File: src/pkg/gpb_pkg.sv
// package with register map, reset values and types for the gpio port bank
package gpb_pkg;

  // pin counts
  localparam int GPB_PORTS     = 6;
  localparam int GPB_PINS      = 46;
  localparam int GPB_PORT_BITS = 8;
  localparam int GPB_LCD_PORT  = 3;
  localparam int GPB_LCD_LSB   = 24;

  // register indexes, byte address is four times the index
  localparam logic [7:0] GPB_IDX_DATA [GPB_PORTS] = '{8'h80, 8'h90, 8'ha0, 8'hb0, 8'hc0, 8'hd8};
  localparam logic [7:0] GPB_IDX_DIR  [GPB_PORTS] = '{8'h9a, 8'h91, 8'ha1, 8'hb1, 8'hc1, 8'hd9};
  localparam logic [7:0] GPB_IDX_PU   [GPB_PORTS] = '{8'h9b, 8'h92, 8'ha2, 8'hb2, 8'hc2, 8'hda};
  localparam logic [7:0] GPB_IDX_LCD_EN  = 8'hb3;
  localparam logic [7:0] GPB_IDX_LCD_SEL = 8'hb4;

  // implemented bits of each port (port 5 has six pins)
  localparam logic [7:0] GPB_PORT_MASK [GPB_PORTS] = '{8'hff, 8'hff, 8'hff, 8'hff, 8'hff, 8'h3f};

  // reset values
  localparam logic [7:0] GPB_DATA_RST    = 8'h00;
  localparam logic [7:0] GPB_DIR_RST     = 8'h00;
  localparam logic [7:0] GPB_PU_RST      = 8'h00;
  localparam logic [7:0] GPB_LCD_EN_RST  = 8'h00;
  localparam logic       GPB_LCD_SEL_RST = 1'b0;

  // field positions and encodings
  localparam int   GPB_LCD_THIRD_BIT = 0;
  localparam logic GPB_DIR_INPUT     = 1'b0;
  localparam logic GPB_DIR_OUTPUT    = 1'b1;

  // wishbone slave states
  typedef enum logic [1:0] {
    GPB_ST_IDLE = 2'b01,
    GPB_ST_ACK  = 2'b10
  } gpb_bus_state_type;

endpackage

File: src/hdl/gpb_gpio.sv
// gpio port bank top: wishbone register file and pin control for six ports
`timescale 1ns/1ns
module gpb_gpio
  import gpb_pkg::*;
(
  // clock and reset
  input  wire logic                clk_in,
  input  wire logic                rst_in,
  // wishbone slave
  input  wire logic                wb_cyc_in,
  input  wire logic                wb_stb_in,
  input  wire logic                wb_we_in,
  input  wire logic [9:0]          wb_adr_in,
  input  wire logic [3:0]          wb_sel_in,
  input  wire logic [31:0]         wb_dat_in,
  output logic      [31:0]         wb_dat_out,
  output logic                     wb_ack_out,
  // pins
  input  wire logic [GPB_PINS-1:0] pin_in,
  output logic      [GPB_PINS-1:0] pin_out,
  output logic      [GPB_PINS-1:0] pin_oe_out,
  output logic      [GPB_PINS-1:0] pin_pullup_out,
  // peripheral sharing
  input  wire logic [GPB_PINS-1:0] alt_en_in,
  input  wire logic [GPB_PINS-1:0] alt_out_in,
  input  wire logic [GPB_PINS-1:0] alt_oe_in,
  output logic      [GPB_PINS-1:0] pin_level_out,
  // lcd common bias on port 3
  output logic      [7:0]          lcd_com_en_out,
  output logic                     lcd_bias_third_out
);

  // one-hot port select of an index against one register column
  function automatic logic [GPB_PORTS-1:0] port_hit(
    input logic [7:0] idx,
    input logic [7:0] tbl [GPB_PORTS]
  );
    logic [GPB_PORTS-1:0] hit;
    hit = '0;
    for (int p = 0; p < GPB_PORTS; p++) begin
      hit[p] = (idx == tbl[p]);
    end
    return hit;
  endfunction

  // bus state
  gpb_bus_state_type state_r;
  gpb_bus_state_type state_nxt;

  // software registers
  logic [7:0] latch_r [GPB_PORTS];
  logic [7:0] dir_r   [GPB_PORTS];
  logic [7:0] pu_r    [GPB_PORTS];

  // flattened pin vectors
  logic [GPB_PINS-1:0] latch_flat;
  logic [GPB_PINS-1:0] dir_flat;
  logic [GPB_PINS-1:0] pu_flat;
  logic [GPB_PINS-1:0] bias_flat;
  logic [GPB_PINS-1:0] level;

  // per-port views of the synchronised levels
  logic [7:0]          level_port [GPB_PORTS];

  // bus decode
  logic                req;
  logic                wr_go;
  logic [7:0]          idx;
  logic [7:0]          wbyte;
  logic [GPB_PORTS-1:0] hit_data;
  logic [GPB_PORTS-1:0] hit_dir;
  logic [GPB_PORTS-1:0] hit_pu;
  logic                hit_lcd_en;
  logic                hit_lcd_sel;
  logic                mapped;

  // read selection
  logic [7:0]          rd_data;
  logic [7:0]          rd_dir;
  logic [7:0]          rd_pu;
  logic [7:0]          rd_byte;
  logic [31:0]         rd_word;

  // request and address decode
  assign req         = wb_cyc_in && wb_stb_in;
  assign idx         = wb_adr_in[9:2];
  assign wbyte       = wb_dat_in[7:0];
  assign hit_data    = port_hit(idx, GPB_IDX_DATA);
  assign hit_dir     = port_hit(idx, GPB_IDX_DIR);
  assign hit_pu      = port_hit(idx, GPB_IDX_PU);
  assign hit_lcd_en  = (idx == GPB_IDX_LCD_EN);
  assign hit_lcd_sel = (idx == GPB_IDX_LCD_SEL);
  assign mapped      = (|hit_data) || (|hit_dir) || (|hit_pu) || hit_lcd_en || hit_lcd_sel;

  // a write lands on the edge at which the master samples ack
  assign wr_go = (state_r == GPB_ST_ACK) && req && wb_we_in && wb_sel_in[0];

  // slave state: answer one cycle after the request, then drop ack
  always_comb begin
    state_nxt = state_r;
    unique case (state_r)
      GPB_ST_IDLE: begin
        if (req) begin
          state_nxt = GPB_ST_ACK;
        end
      end
      GPB_ST_ACK: begin
        state_nxt = GPB_ST_IDLE;
      end
      default: begin
        state_nxt = GPB_ST_IDLE;
      end
    endcase
  end

  // state and ack registers
  always_ff @(posedge clk_in or posedge rst_in) begin
    if (rst_in) begin
      state_r    <= GPB_ST_IDLE;
      wb_ack_out <= 1'b0;
    end else begin
      state_r    <= state_nxt;
      wb_ack_out <= (state_r == GPB_ST_IDLE) && req;
    end
  end

  // per-port registers and pin vectors
  genvar p;
  generate
    for (p = 0; p < GPB_PORTS; p++) begin : g_port
      localparam int LSB = p * GPB_PORT_BITS;
      localparam int NB  = (p == GPB_PORTS - 1) ? (GPB_PINS - LSB) : GPB_PORT_BITS;

      // output latch, only implemented bits are kept
      always_ff @(posedge clk_in or posedge rst_in) begin
        if (rst_in) begin
          latch_r[p] <= GPB_DATA_RST;
        end else if (wr_go && hit_data[p]) begin
          latch_r[p] <= wbyte & GPB_PORT_MASK[p];
        end
      end

      // direction register, zero makes every pin an input unless a peripheral has taken it
      always_ff @(posedge clk_in or posedge rst_in) begin
        if (rst_in) begin
          dir_r[p] <= GPB_DIR_RST;
        end else if (wr_go && hit_dir[p]) begin
          dir_r[p] <= wbyte & GPB_PORT_MASK[p];
        end
      end

      // pull-up register, zero leaves inputs high-impedance
      always_ff @(posedge clk_in or posedge rst_in) begin
        if (rst_in) begin
          pu_r[p] <= GPB_PU_RST;
        end else if (wr_go && hit_pu[p]) begin
          pu_r[p] <= wbyte & GPB_PORT_MASK[p];
        end
      end

      // bit y of each register controls pin y of the port
      assign latch_flat[LSB +: NB] = latch_r[p][NB-1:0];
      assign dir_flat[LSB +: NB]   = dir_r[p][NB-1:0];
      assign pu_flat[LSB +: NB]    = pu_r[p][NB-1:0];

      // synchronised levels, absent pins read zero
      if (NB < GPB_PORT_BITS) begin : g_short
        assign level_port[p] = {{(GPB_PORT_BITS - NB){1'b0}}, level[LSB +: NB]};
      end else begin : g_full
        assign level_port[p] = level[LSB +: NB];
      end
    end
  endgenerate

  // lcd common enables and bias choice for port 3
  always_ff @(posedge clk_in or posedge rst_in) begin
    if (rst_in) begin
      lcd_com_en_out     <= GPB_LCD_EN_RST;
      lcd_bias_third_out <= GPB_LCD_SEL_RST;
    end else begin
      if (wr_go && hit_lcd_en) begin
        lcd_com_en_out <= wbyte;
      end
      if (wr_go && hit_lcd_sel) begin
        lcd_bias_third_out <= wbyte[GPB_LCD_THIRD_BIT];
      end
    end
  end

  // only port 3 pins can carry an lcd bias level
  always_comb begin
    bias_flat = '0;
    bias_flat[GPB_LCD_LSB +: GPB_PORT_BITS] = lcd_com_en_out;
  end

  // read selection of the addressed port
  always_comb begin
    rd_data = 8'h00;
    rd_dir  = 8'h00;
    rd_pu   = 8'h00;
    for (int q = 0; q < GPB_PORTS; q++) begin
      if (hit_data[q]) begin
        rd_data = level_port[q];
      end
      if (hit_dir[q]) begin
        rd_dir = dir_r[q];
      end
      if (hit_pu[q]) begin
        rd_pu = pu_r[q];
      end
    end
  end

  // one byte in the low lane, unmapped reads return zero
  assign rd_byte = rd_data | rd_dir | rd_pu |
                   (hit_lcd_en ? lcd_com_en_out : 8'h00) |
                   (hit_lcd_sel ? {7'h00, lcd_bias_third_out} : 8'h00);
  assign rd_word = mapped ? {24'h000000, rd_byte} : 32'h00000000;

  // read data is captured with the ack and held while it stands
  always_ff @(posedge clk_in or posedge rst_in) begin
    if (rst_in) begin
      wb_dat_out <= 32'h00000000;
    end else if ((state_r == GPB_ST_IDLE) && req && !wb_we_in) begin
      wb_dat_out <= rd_word;
    end
  end

  // pin drivers and synchronisers
  gpb_pin_bank u_bank (
    .clk_in         (clk_in),
    .rst_in         (rst_in),
    .dir_in         (dir_flat),
    .pu_in          (pu_flat),
    .latch_in       (latch_flat),
    .bias_in        (bias_flat),
    .alt_en_in      (alt_en_in),
    .alt_out_in     (alt_out_in),
    .alt_oe_in      (alt_oe_in),
    .pin_in         (pin_in),
    .pin_out        (pin_out),
    .pin_oe_out     (pin_oe_out),
    .pin_pullup_out (pin_pullup_out),
    .level_out      (level)
  );

  // synchronised levels also feed the shared peripherals
  assign pin_level_out = level;

endmodule

File: src/hdl/gpb_pin_bank.sv
// per-pin drivers, pull-up gating and input synchronisers for all pins
`timescale 1ns/1ns
module gpb_pin_bank
  import gpb_pkg::*;
(
  // clock and reset
  input  wire logic                clk_in,
  input  wire logic                rst_in,
  // configuration
  input  wire logic [GPB_PINS-1:0] dir_in,
  input  wire logic [GPB_PINS-1:0] pu_in,
  input  wire logic [GPB_PINS-1:0] latch_in,
  input  wire logic [GPB_PINS-1:0] bias_in,
  // peripheral sharing
  input  wire logic [GPB_PINS-1:0] alt_en_in,
  input  wire logic [GPB_PINS-1:0] alt_out_in,
  input  wire logic [GPB_PINS-1:0] alt_oe_in,
  // pins
  input  wire logic [GPB_PINS-1:0] pin_in,
  output logic      [GPB_PINS-1:0] pin_out,
  output logic      [GPB_PINS-1:0] pin_oe_out,
  output logic      [GPB_PINS-1:0] pin_pullup_out,
  output logic      [GPB_PINS-1:0] level_out
);

  logic [GPB_PINS-1:0] sync1_r;
  logic [GPB_PINS-1:0] oe_nxt;
  logic [GPB_PINS-1:0] out_nxt;
  logic [GPB_PINS-1:0] pu_nxt;

  genvar i;
  generate
    for (i = 0; i < GPB_PINS; i++) begin : g_pin
      // peripheral takes the pin when shared, lcd bias releases the digital driver
      assign oe_nxt[i]  = bias_in[i] ? 1'b0 :
                          alt_en_in[i] ? alt_oe_in[i] : (dir_in[i] == GPB_DIR_OUTPUT);
      assign out_nxt[i] = alt_en_in[i] ? alt_out_in[i] : latch_in[i];
      // pull-up only while the pin is an input
      assign pu_nxt[i]  = pu_in[i] && !oe_nxt[i] && !bias_in[i];
    end
  endgenerate

  // registered pin drive
  always_ff @(posedge clk_in or posedge rst_in) begin
    if (rst_in) begin
      pin_out        <= '0;
      pin_oe_out     <= '0;
      pin_pullup_out <= '0;
    end else begin
      pin_out        <= out_nxt;
      pin_oe_out     <= oe_nxt;
      pin_pullup_out <= pu_nxt;
    end
  end

  // two-stage synchroniser of the pin levels
  always_ff @(posedge clk_in or posedge rst_in) begin
    if (rst_in) begin
      sync1_r   <= '0;
      level_out <= '0;
    end else begin
      sync1_r   <= pin_in;
      level_out <= sync1_r;
    end
  end

endmodule

File: config.mk
export PLATFORM = sky130hd
export DESIGN_NAME = gpb_gpio
export DESIGN_NICKNAME = d
export VERILOG_FILES = /design/src/pkg/gpb_pkg.sv /design/src/hdl/gpb_gpio.sv /design/src/hdl/gpb_pin_bank.sv
export SDC_FILE = /design/constraint.sdc
export NUM_CORES = 1
export LEC_CHECK = 0
export ABC_AREA = 1
export BUFFER_PORTS_ARGS = -buffer_cell sky130_fd_sc_hd__buf_4
export CAP_MARGIN = 20
export CORE_AREA = 2 2 177 179
export CTS_CLUSTER_DIAMETER = 50
export DETAILED_ROUTE_END_ITERATION = 12
export DIE_AREA = 0 0 179 181
export PLACE_DENSITY = 0.76
export SLEW_MARGIN = 25
export SYNTH_ARGS = -nofsm -noshare
export SYNTH_HDL_FRONTEND = slang
export SYNTH_SLANG_ARGS = --single-unit
File: constraint.sdc
create_clock -name clk_in -period 34.3 [get_ports clk_in]
set_clock_uncertainty 0.2 [all_clocks]
set_input_delay 1.715 -clock clk_in [delete_from_list [all_inputs] [get_ports clk_in]]
set_output_delay 1.715 -clock clk_in [all_outputs]
set_load 0.005 [all_outputs]
== Word level (Yosys, flattened, before mapping) ==
Index checks and enable logic that the tools add are counted.

* Register bits: 412
* Bits in latches: 0
* RAM bits: 0
* Bits in read-only memories: 0
* Input bits: 235
* Output and inout port bits: 226
* Word-level logic and storage cells: 320
* Memories: 0

* Add/sub/neg operators: 0
* Multiply operators: 0
* Divide/modulo/power cells: 0
* Order comparisons: 0
* Eq/ne operators: 23
* Shifts and indexed selects: 0
* Mux-type cells: 123
* Bitwise operators: 4
* Reduce and logical (&&, ||, !) cells: 142

{| class="wikitable"
|+ Operators with widths
! operator !! number
|-
| == test 8 bit, second input constant || 20
|-
| 2-to-1 mux 8 bit || 20
|-
| 2-to-1 mux 1 bit || 101
|-
| logical AND 1 bit || 80
|-
| zero test 1 bit || 55
|-
| OR 8 bit || 3
|-
| OR reduction 6 bit || 3
|-
| OR 8 x 1 -> 8 bit || 1
|-
| logical OR 1 bit || 4
|-
| 2-to-1 mux 2 bit || 2
|-
| == test 2 x 1 -> 1 bit, second input constant || 1
|-
| == test 2 bit, second input constant || 1
|-
| inequality test 2 bit, second input constant || 1
|}

== Logic depth before layout (Yosys ltp) ==
* Depth in word-level cells: 12
* Mapped depth: 14
* Gate-level depth less buffers: 14

== Cells and area by module ==
A second synthesis with hierarchy kept.

* Cell total of the unflattened synthesis: 1606
* Area, all modules: 15120.8 sq um

{| class="wikitable"
|+ By module, submodules not included
! module !! instances !! cells each !! area an instance (sq um) !! seq. area each (sq um)
|-
| gpb_pin_bank || 1 || 691 || 7703.6 || 5755.5
|-
| gpb_gpio || 1 || 915 || 7417.1 || 3955.0
|}

== Worst setup path before layout ==
OpenSTA, ideal clock, no wires.

* Kind: input port to flip-flop
* From: input port wb_adr_in[4]
* To: register latch_r, in the netlist latch_flat[24]
* Setup time: 0.133 ns
* Arrival: 2.679 ns
* Required time: 33.967 ns
* Path slack: 31.287 ns
* Stages on the path: 10
* Buffers on the path: 2
* Cells stage by stage: nor2_2 -> nand2_2 -> inv_2 -> buf_4 -> nand2_2 -> inv_4 -> nand2_2 -> buf_2 -> nand2_1 -> o21ai_0

* Cells in the longest elaborated chain, start to end: 2

{| class="wikitable"
|+ Ends and longest elaborated chain
! item !! RTL line !! RTL
|-
| start, declared || gpb_gpio.sv:13 || <nowiki>input wire logic [9:0] wb_adr_in,</nowiki>
|-
| == test 8 bit || gpb_gpio.sv:41 || <nowiki>hit[p] = (idx == tbl[p]);</nowiki>
|-
| logical AND 1 bit || gpb_gpio.sv:138 || <nowiki>end else if (wr_go && hit_data[p]) begin</nowiki>
|-
| end signal, assigned by index || gpb_gpio.sv:139 || <nowiki>latch_r[p] <= wbyte & GPB_PORT_MASK[p];</nowiki>
|-
| end, declared || gpb_gpio.sv:51 || <nowiki>logic [7:0] latch_r [GPB_PORTS];</nowiki>
|}

Every way passes these cells.
A chain may end at the register's enable or synchronous reset.

== Final worst setup path ==
* From: input port wb_adr_in[8]
* To: register wb_dat_out[0]

* Cells in the longest elaborated chain, start to end: 12
* Elaborated cells between the ends (all ways): 52
* Those cells by class: 20 x eq/ne; 21 x mux; 4 x bitwise; 7 x reduce/logical

{| class="wikitable"
|+ Ends and longest elaborated chain
! item !! RTL line !! RTL
|-
| == test 8 bit || gpb_gpio.sv:41 ||
|-
| 2-to-1 mux 8 bit, on equally long branches (6 in series) || gpb_gpio.sv:202, gpb_gpio.sv:205 ||
|-
| OR 8 bit (3 in series) || gpb_gpio.sv:215 || <nowiki>assign rd_byte = rd_data | rd_dir | rd_pu |</nowiki>
|-
| OR 8 x 1 -> 8 bit || gpb_gpio.sv:216 || <nowiki>(hit_lcd_en ? lcd_com_en_out : 8'h00) |</nowiki>
|-
| 2-to-1 mux 8 bit (*) || gpb_gpio.sv:218 || <nowiki>assign rd_word = mapped ? {24'h000000, rd_byte} : 32'h00000000;</nowiki>
|-
| end signal, assigned || gpb_gpio.sv:225 || <nowiki>wb_dat_out <= rd_word;</nowiki>
|-
| end, declared || gpb_gpio.sv:16 || <nowiki>output logic [31:0] wb_dat_out,</nowiki>
|}

Every way passes the cells marked *; elsewhere a longest branch is shown, timed or not.

==> flow_summary_export.csv <==
group,metric,value,unit
cells_and_area,nFillCells,2381,
clock_tree,cts_setup_buffers,0,
worst_setup_path,critPathKind,"in2reg",
cells_and_area,utilization,64.2,%
cells_and_area,layout_common_cells,"buf_4 (408), dfrtp_1 (387), nand2_1 (361)",
worst_setup_path,rrSetupSlack,31820,ps
drt,routed_wl,44300,µm
pwr,leakage,0.00990,µW
worst_setup_path,cp_slowest_cell,"nor2_2",
sta,period_minus_slack,3470,ps
yosys,syn_area_per_cell,10.5,µm²
placement,pre_cts_ws,30340,ps
grt,antenna_found_initial,2,
clock_tree,cts_tree,"built",
grt,grt_pass1_wl,66500,µm
cells_and_area,seq_area,9710,µm²
worst_setup_path,worstPathRequired,34530,ps
worst_setup_path,cp_max_fo,12,
clock_tree,numClockSinks,388,
yosys,synth_edf_count,0,
drt,drtIter0Drc,927,
yosys,synth_cells,1401,
yosys,ys_async_sr_fraction,100,%
clock_tree,clk_path_buf_depth,3,
worst_setup_path,end_kind,"flop",
yosys,seq_area_frac_synth,66.1,%
placement,io_buffers,407,
grt,grt.overflow.total,0,
worst_setup_path,worst_path_largest_cell_delay,530,ps
grt,track_usage,27.3,%
grt,grt_pass1_vias,11700,
worst_setup_path,startpoint_type,"input port",
clock_tree,clkSlewWorstSetupHoldPaths,60,ps
run_status,outcome,"finished clean",
clock_tree,h-tree-depth,2,
sta,fin_crit_sh,10.1,%
drt,drt_drc_violations_left,0,
cells_and_area,drive_gt1_share,32.4,%
cells_and_area,finish.net_count,2053,
placement,gp_congestion,0.882,
sta,setup_violations,0,
yosys,synth_ff_type,"dfrtp_1",
clock_tree,cts.root.buffer_cell,"clkbuf_16",
sta,hold_viol,0,
yosys,yosysUniqueCellTypes,31,
placement,place_area,18000,µm²
drt,ant_nets,0,
worst_setup_path,crit_arrival,3690,ps
yosys,yosys_warnings,0,
clock_tree,clock_latency,530,ps
sta,setup_slack,30830,ps
die,die_area,32400,µm²
worst_setup_path,reg2reg_from,"state_r[0]",
pwr,power_density,51.5,nW/µm²
die,start_util,48.4,%
die,core,30300,µm²
pwr,ir_worst_vdd,0.0623,mV
yosys,netlist_area,14700,µm²
hold_path,hp-start,"u_bank.sync1_r[11]",
clock_tree,holdBufCountCts,0,
cells_and_area,area_growth,32.6,%
die,io_pins,461,
pwr,power,1000,µW
worst_setup_path,crit_chain,"buf_4 > inv_1 > nand2_2 > nor2_2 > inv_2 > nor2_4 > nand2_1 > o21ai_0 > nand2_1 > nor2_1 > nand2_1 > nand2_1 > nand2_1",
cells_and_area,final_cell_area,19500,µm²
sta,finalMaxSlewViolations,0,
drt,avgRoutedWirePerCell,19.7,µm
drt,vias_per_cell,5.06,
die,die_h,181,µm
cells_and_area,layout_commonest_cell,"buf_4",
worst_setup_path,critPathMostFrequentCell,"nand2_1",
sta,max_slew_margin,37.4,%
hold_path,hold_path_class,"reg2reg",
worst_setup_path,startpoint,"wb_adr_in[8]",
job,drv_cap,0,
sta,setup_tns,0,ps
die,rows,64,
clock_tree,numCtsBuffers,40,
drt,drt-pass1-iter-count,5,
sta,rsz0062_at_grt,"no",
sta,fmax,288,MHz
sta,worst_pin_slew,937,ps
grt,grt_max_degree,177,
placement,dp_hpwl,32500,µm
clock_tree,cts_resized,0,
cells_and_area,multi_input_area,4230,µm²
die,die_w,179,µm
drt,vias,11400,
yosys,synth_seq_cells,388,
==> flip-flops by register name, summed over array words and instances, names as in the netlist <==
signal / flops
wb_ack_out: 1
latch_flat: 46
lcd_com_en_out: 8
u_bank.pin_pullup_out: 46
u_bank.pin_oe_out: 46
u_bank.sync1_r: 46
state_r: 2
lcd_bias_third_out: 1
u_bank.pin_out: 46
u_bank.level_out: 46
dir_flat: 46
pu_flat: 46
wb_dat_out: 8
==> report_power, final <==
group | switching, µW | internal, µW | total, µW
Clock | 179 | 287 | 467
Combinational | 31.5 | 31.8 | 63.4
Sequential | 5.12 | 469 | 475
Total | 216 | 789 | 1000
==> final timing paths <==
path | endpoint | cells after the start
hold reg to reg | u_bank.level_out[11] | 0
setup reg to reg | latch_flat[13] | 6
min in group asynchronous | u_bank.sync1_r[4] | 2
setup / recovery | wb_dat_out[0] | 13
max in group asynchronous | u_bank.pin_pullup_out[27] | 3
hold / removal | u_bank.level_out[11] | 0
==> layout make-up <==
type / count / share of cell area [%]
antenna: 2 / 0.0257
tap: 396 / 2.54
multi-input combinational: 850 / 21.7
clock buffer: 58 / 6.11
timing repair buffer: 410 / 16.0
clock inverter: 15 / 1.28
sequential: 388 / 49.8
inverter: 128 / 2.54
==> per-layer routing <==
metal,global-route usage [%],vias up,routed length (µm)
met1,34.2,5492,16900
li1,-,5262,-
met2,46.2,517,22100
met4,9.76,0,1550
met5,0,-,0
met3,6.25,101,3730
==> critical path: cells and delay by family <==
kind            cells  cell delay, ps
compound gates      1              90
buf+inv             3             350
simple gates        9            1520
==> cell families (layout without fill, tap and decap cells) <==
kind of cell / Yosys count / in the layout / synth area share [%]
buffers and inverters: 186 / 611 / 5.76
AOI/OAI and AO/OA: 199 / 199 / 6.92
muxes: 64 / 64 / 4.90
DFF: 388 / 388 / 66.1
other: 1 / 26 / 0.0255
and+or+nand+nor: 563 / 563 / 16.3
==> cell usage after synthesis (13+ instances only) <==
cell type  count  area [µm²]
a21oi_1       13        65.1
buf_2         15        75.1
buf_4         28         210
dfrtp_1      387        9680
inv_1        118         443
mux2_2        64         721
nand2_1      361        1360
nand2_2       21         131
nand3_1       45         225
nor2_1        92         345
o21ai_0      157         786
o21ai_1       18        90.1
==> per-stage QoR <==
stage / hold WS [ps] / instances
CTS: 146 / 2244
detailed placement: 135 / 2171
finish: 145 / 2247
global route: 151 / 2247
global placement: 131 / 2171
floorplan: 131 / 1424
Power figures use the tool's default switching activity.
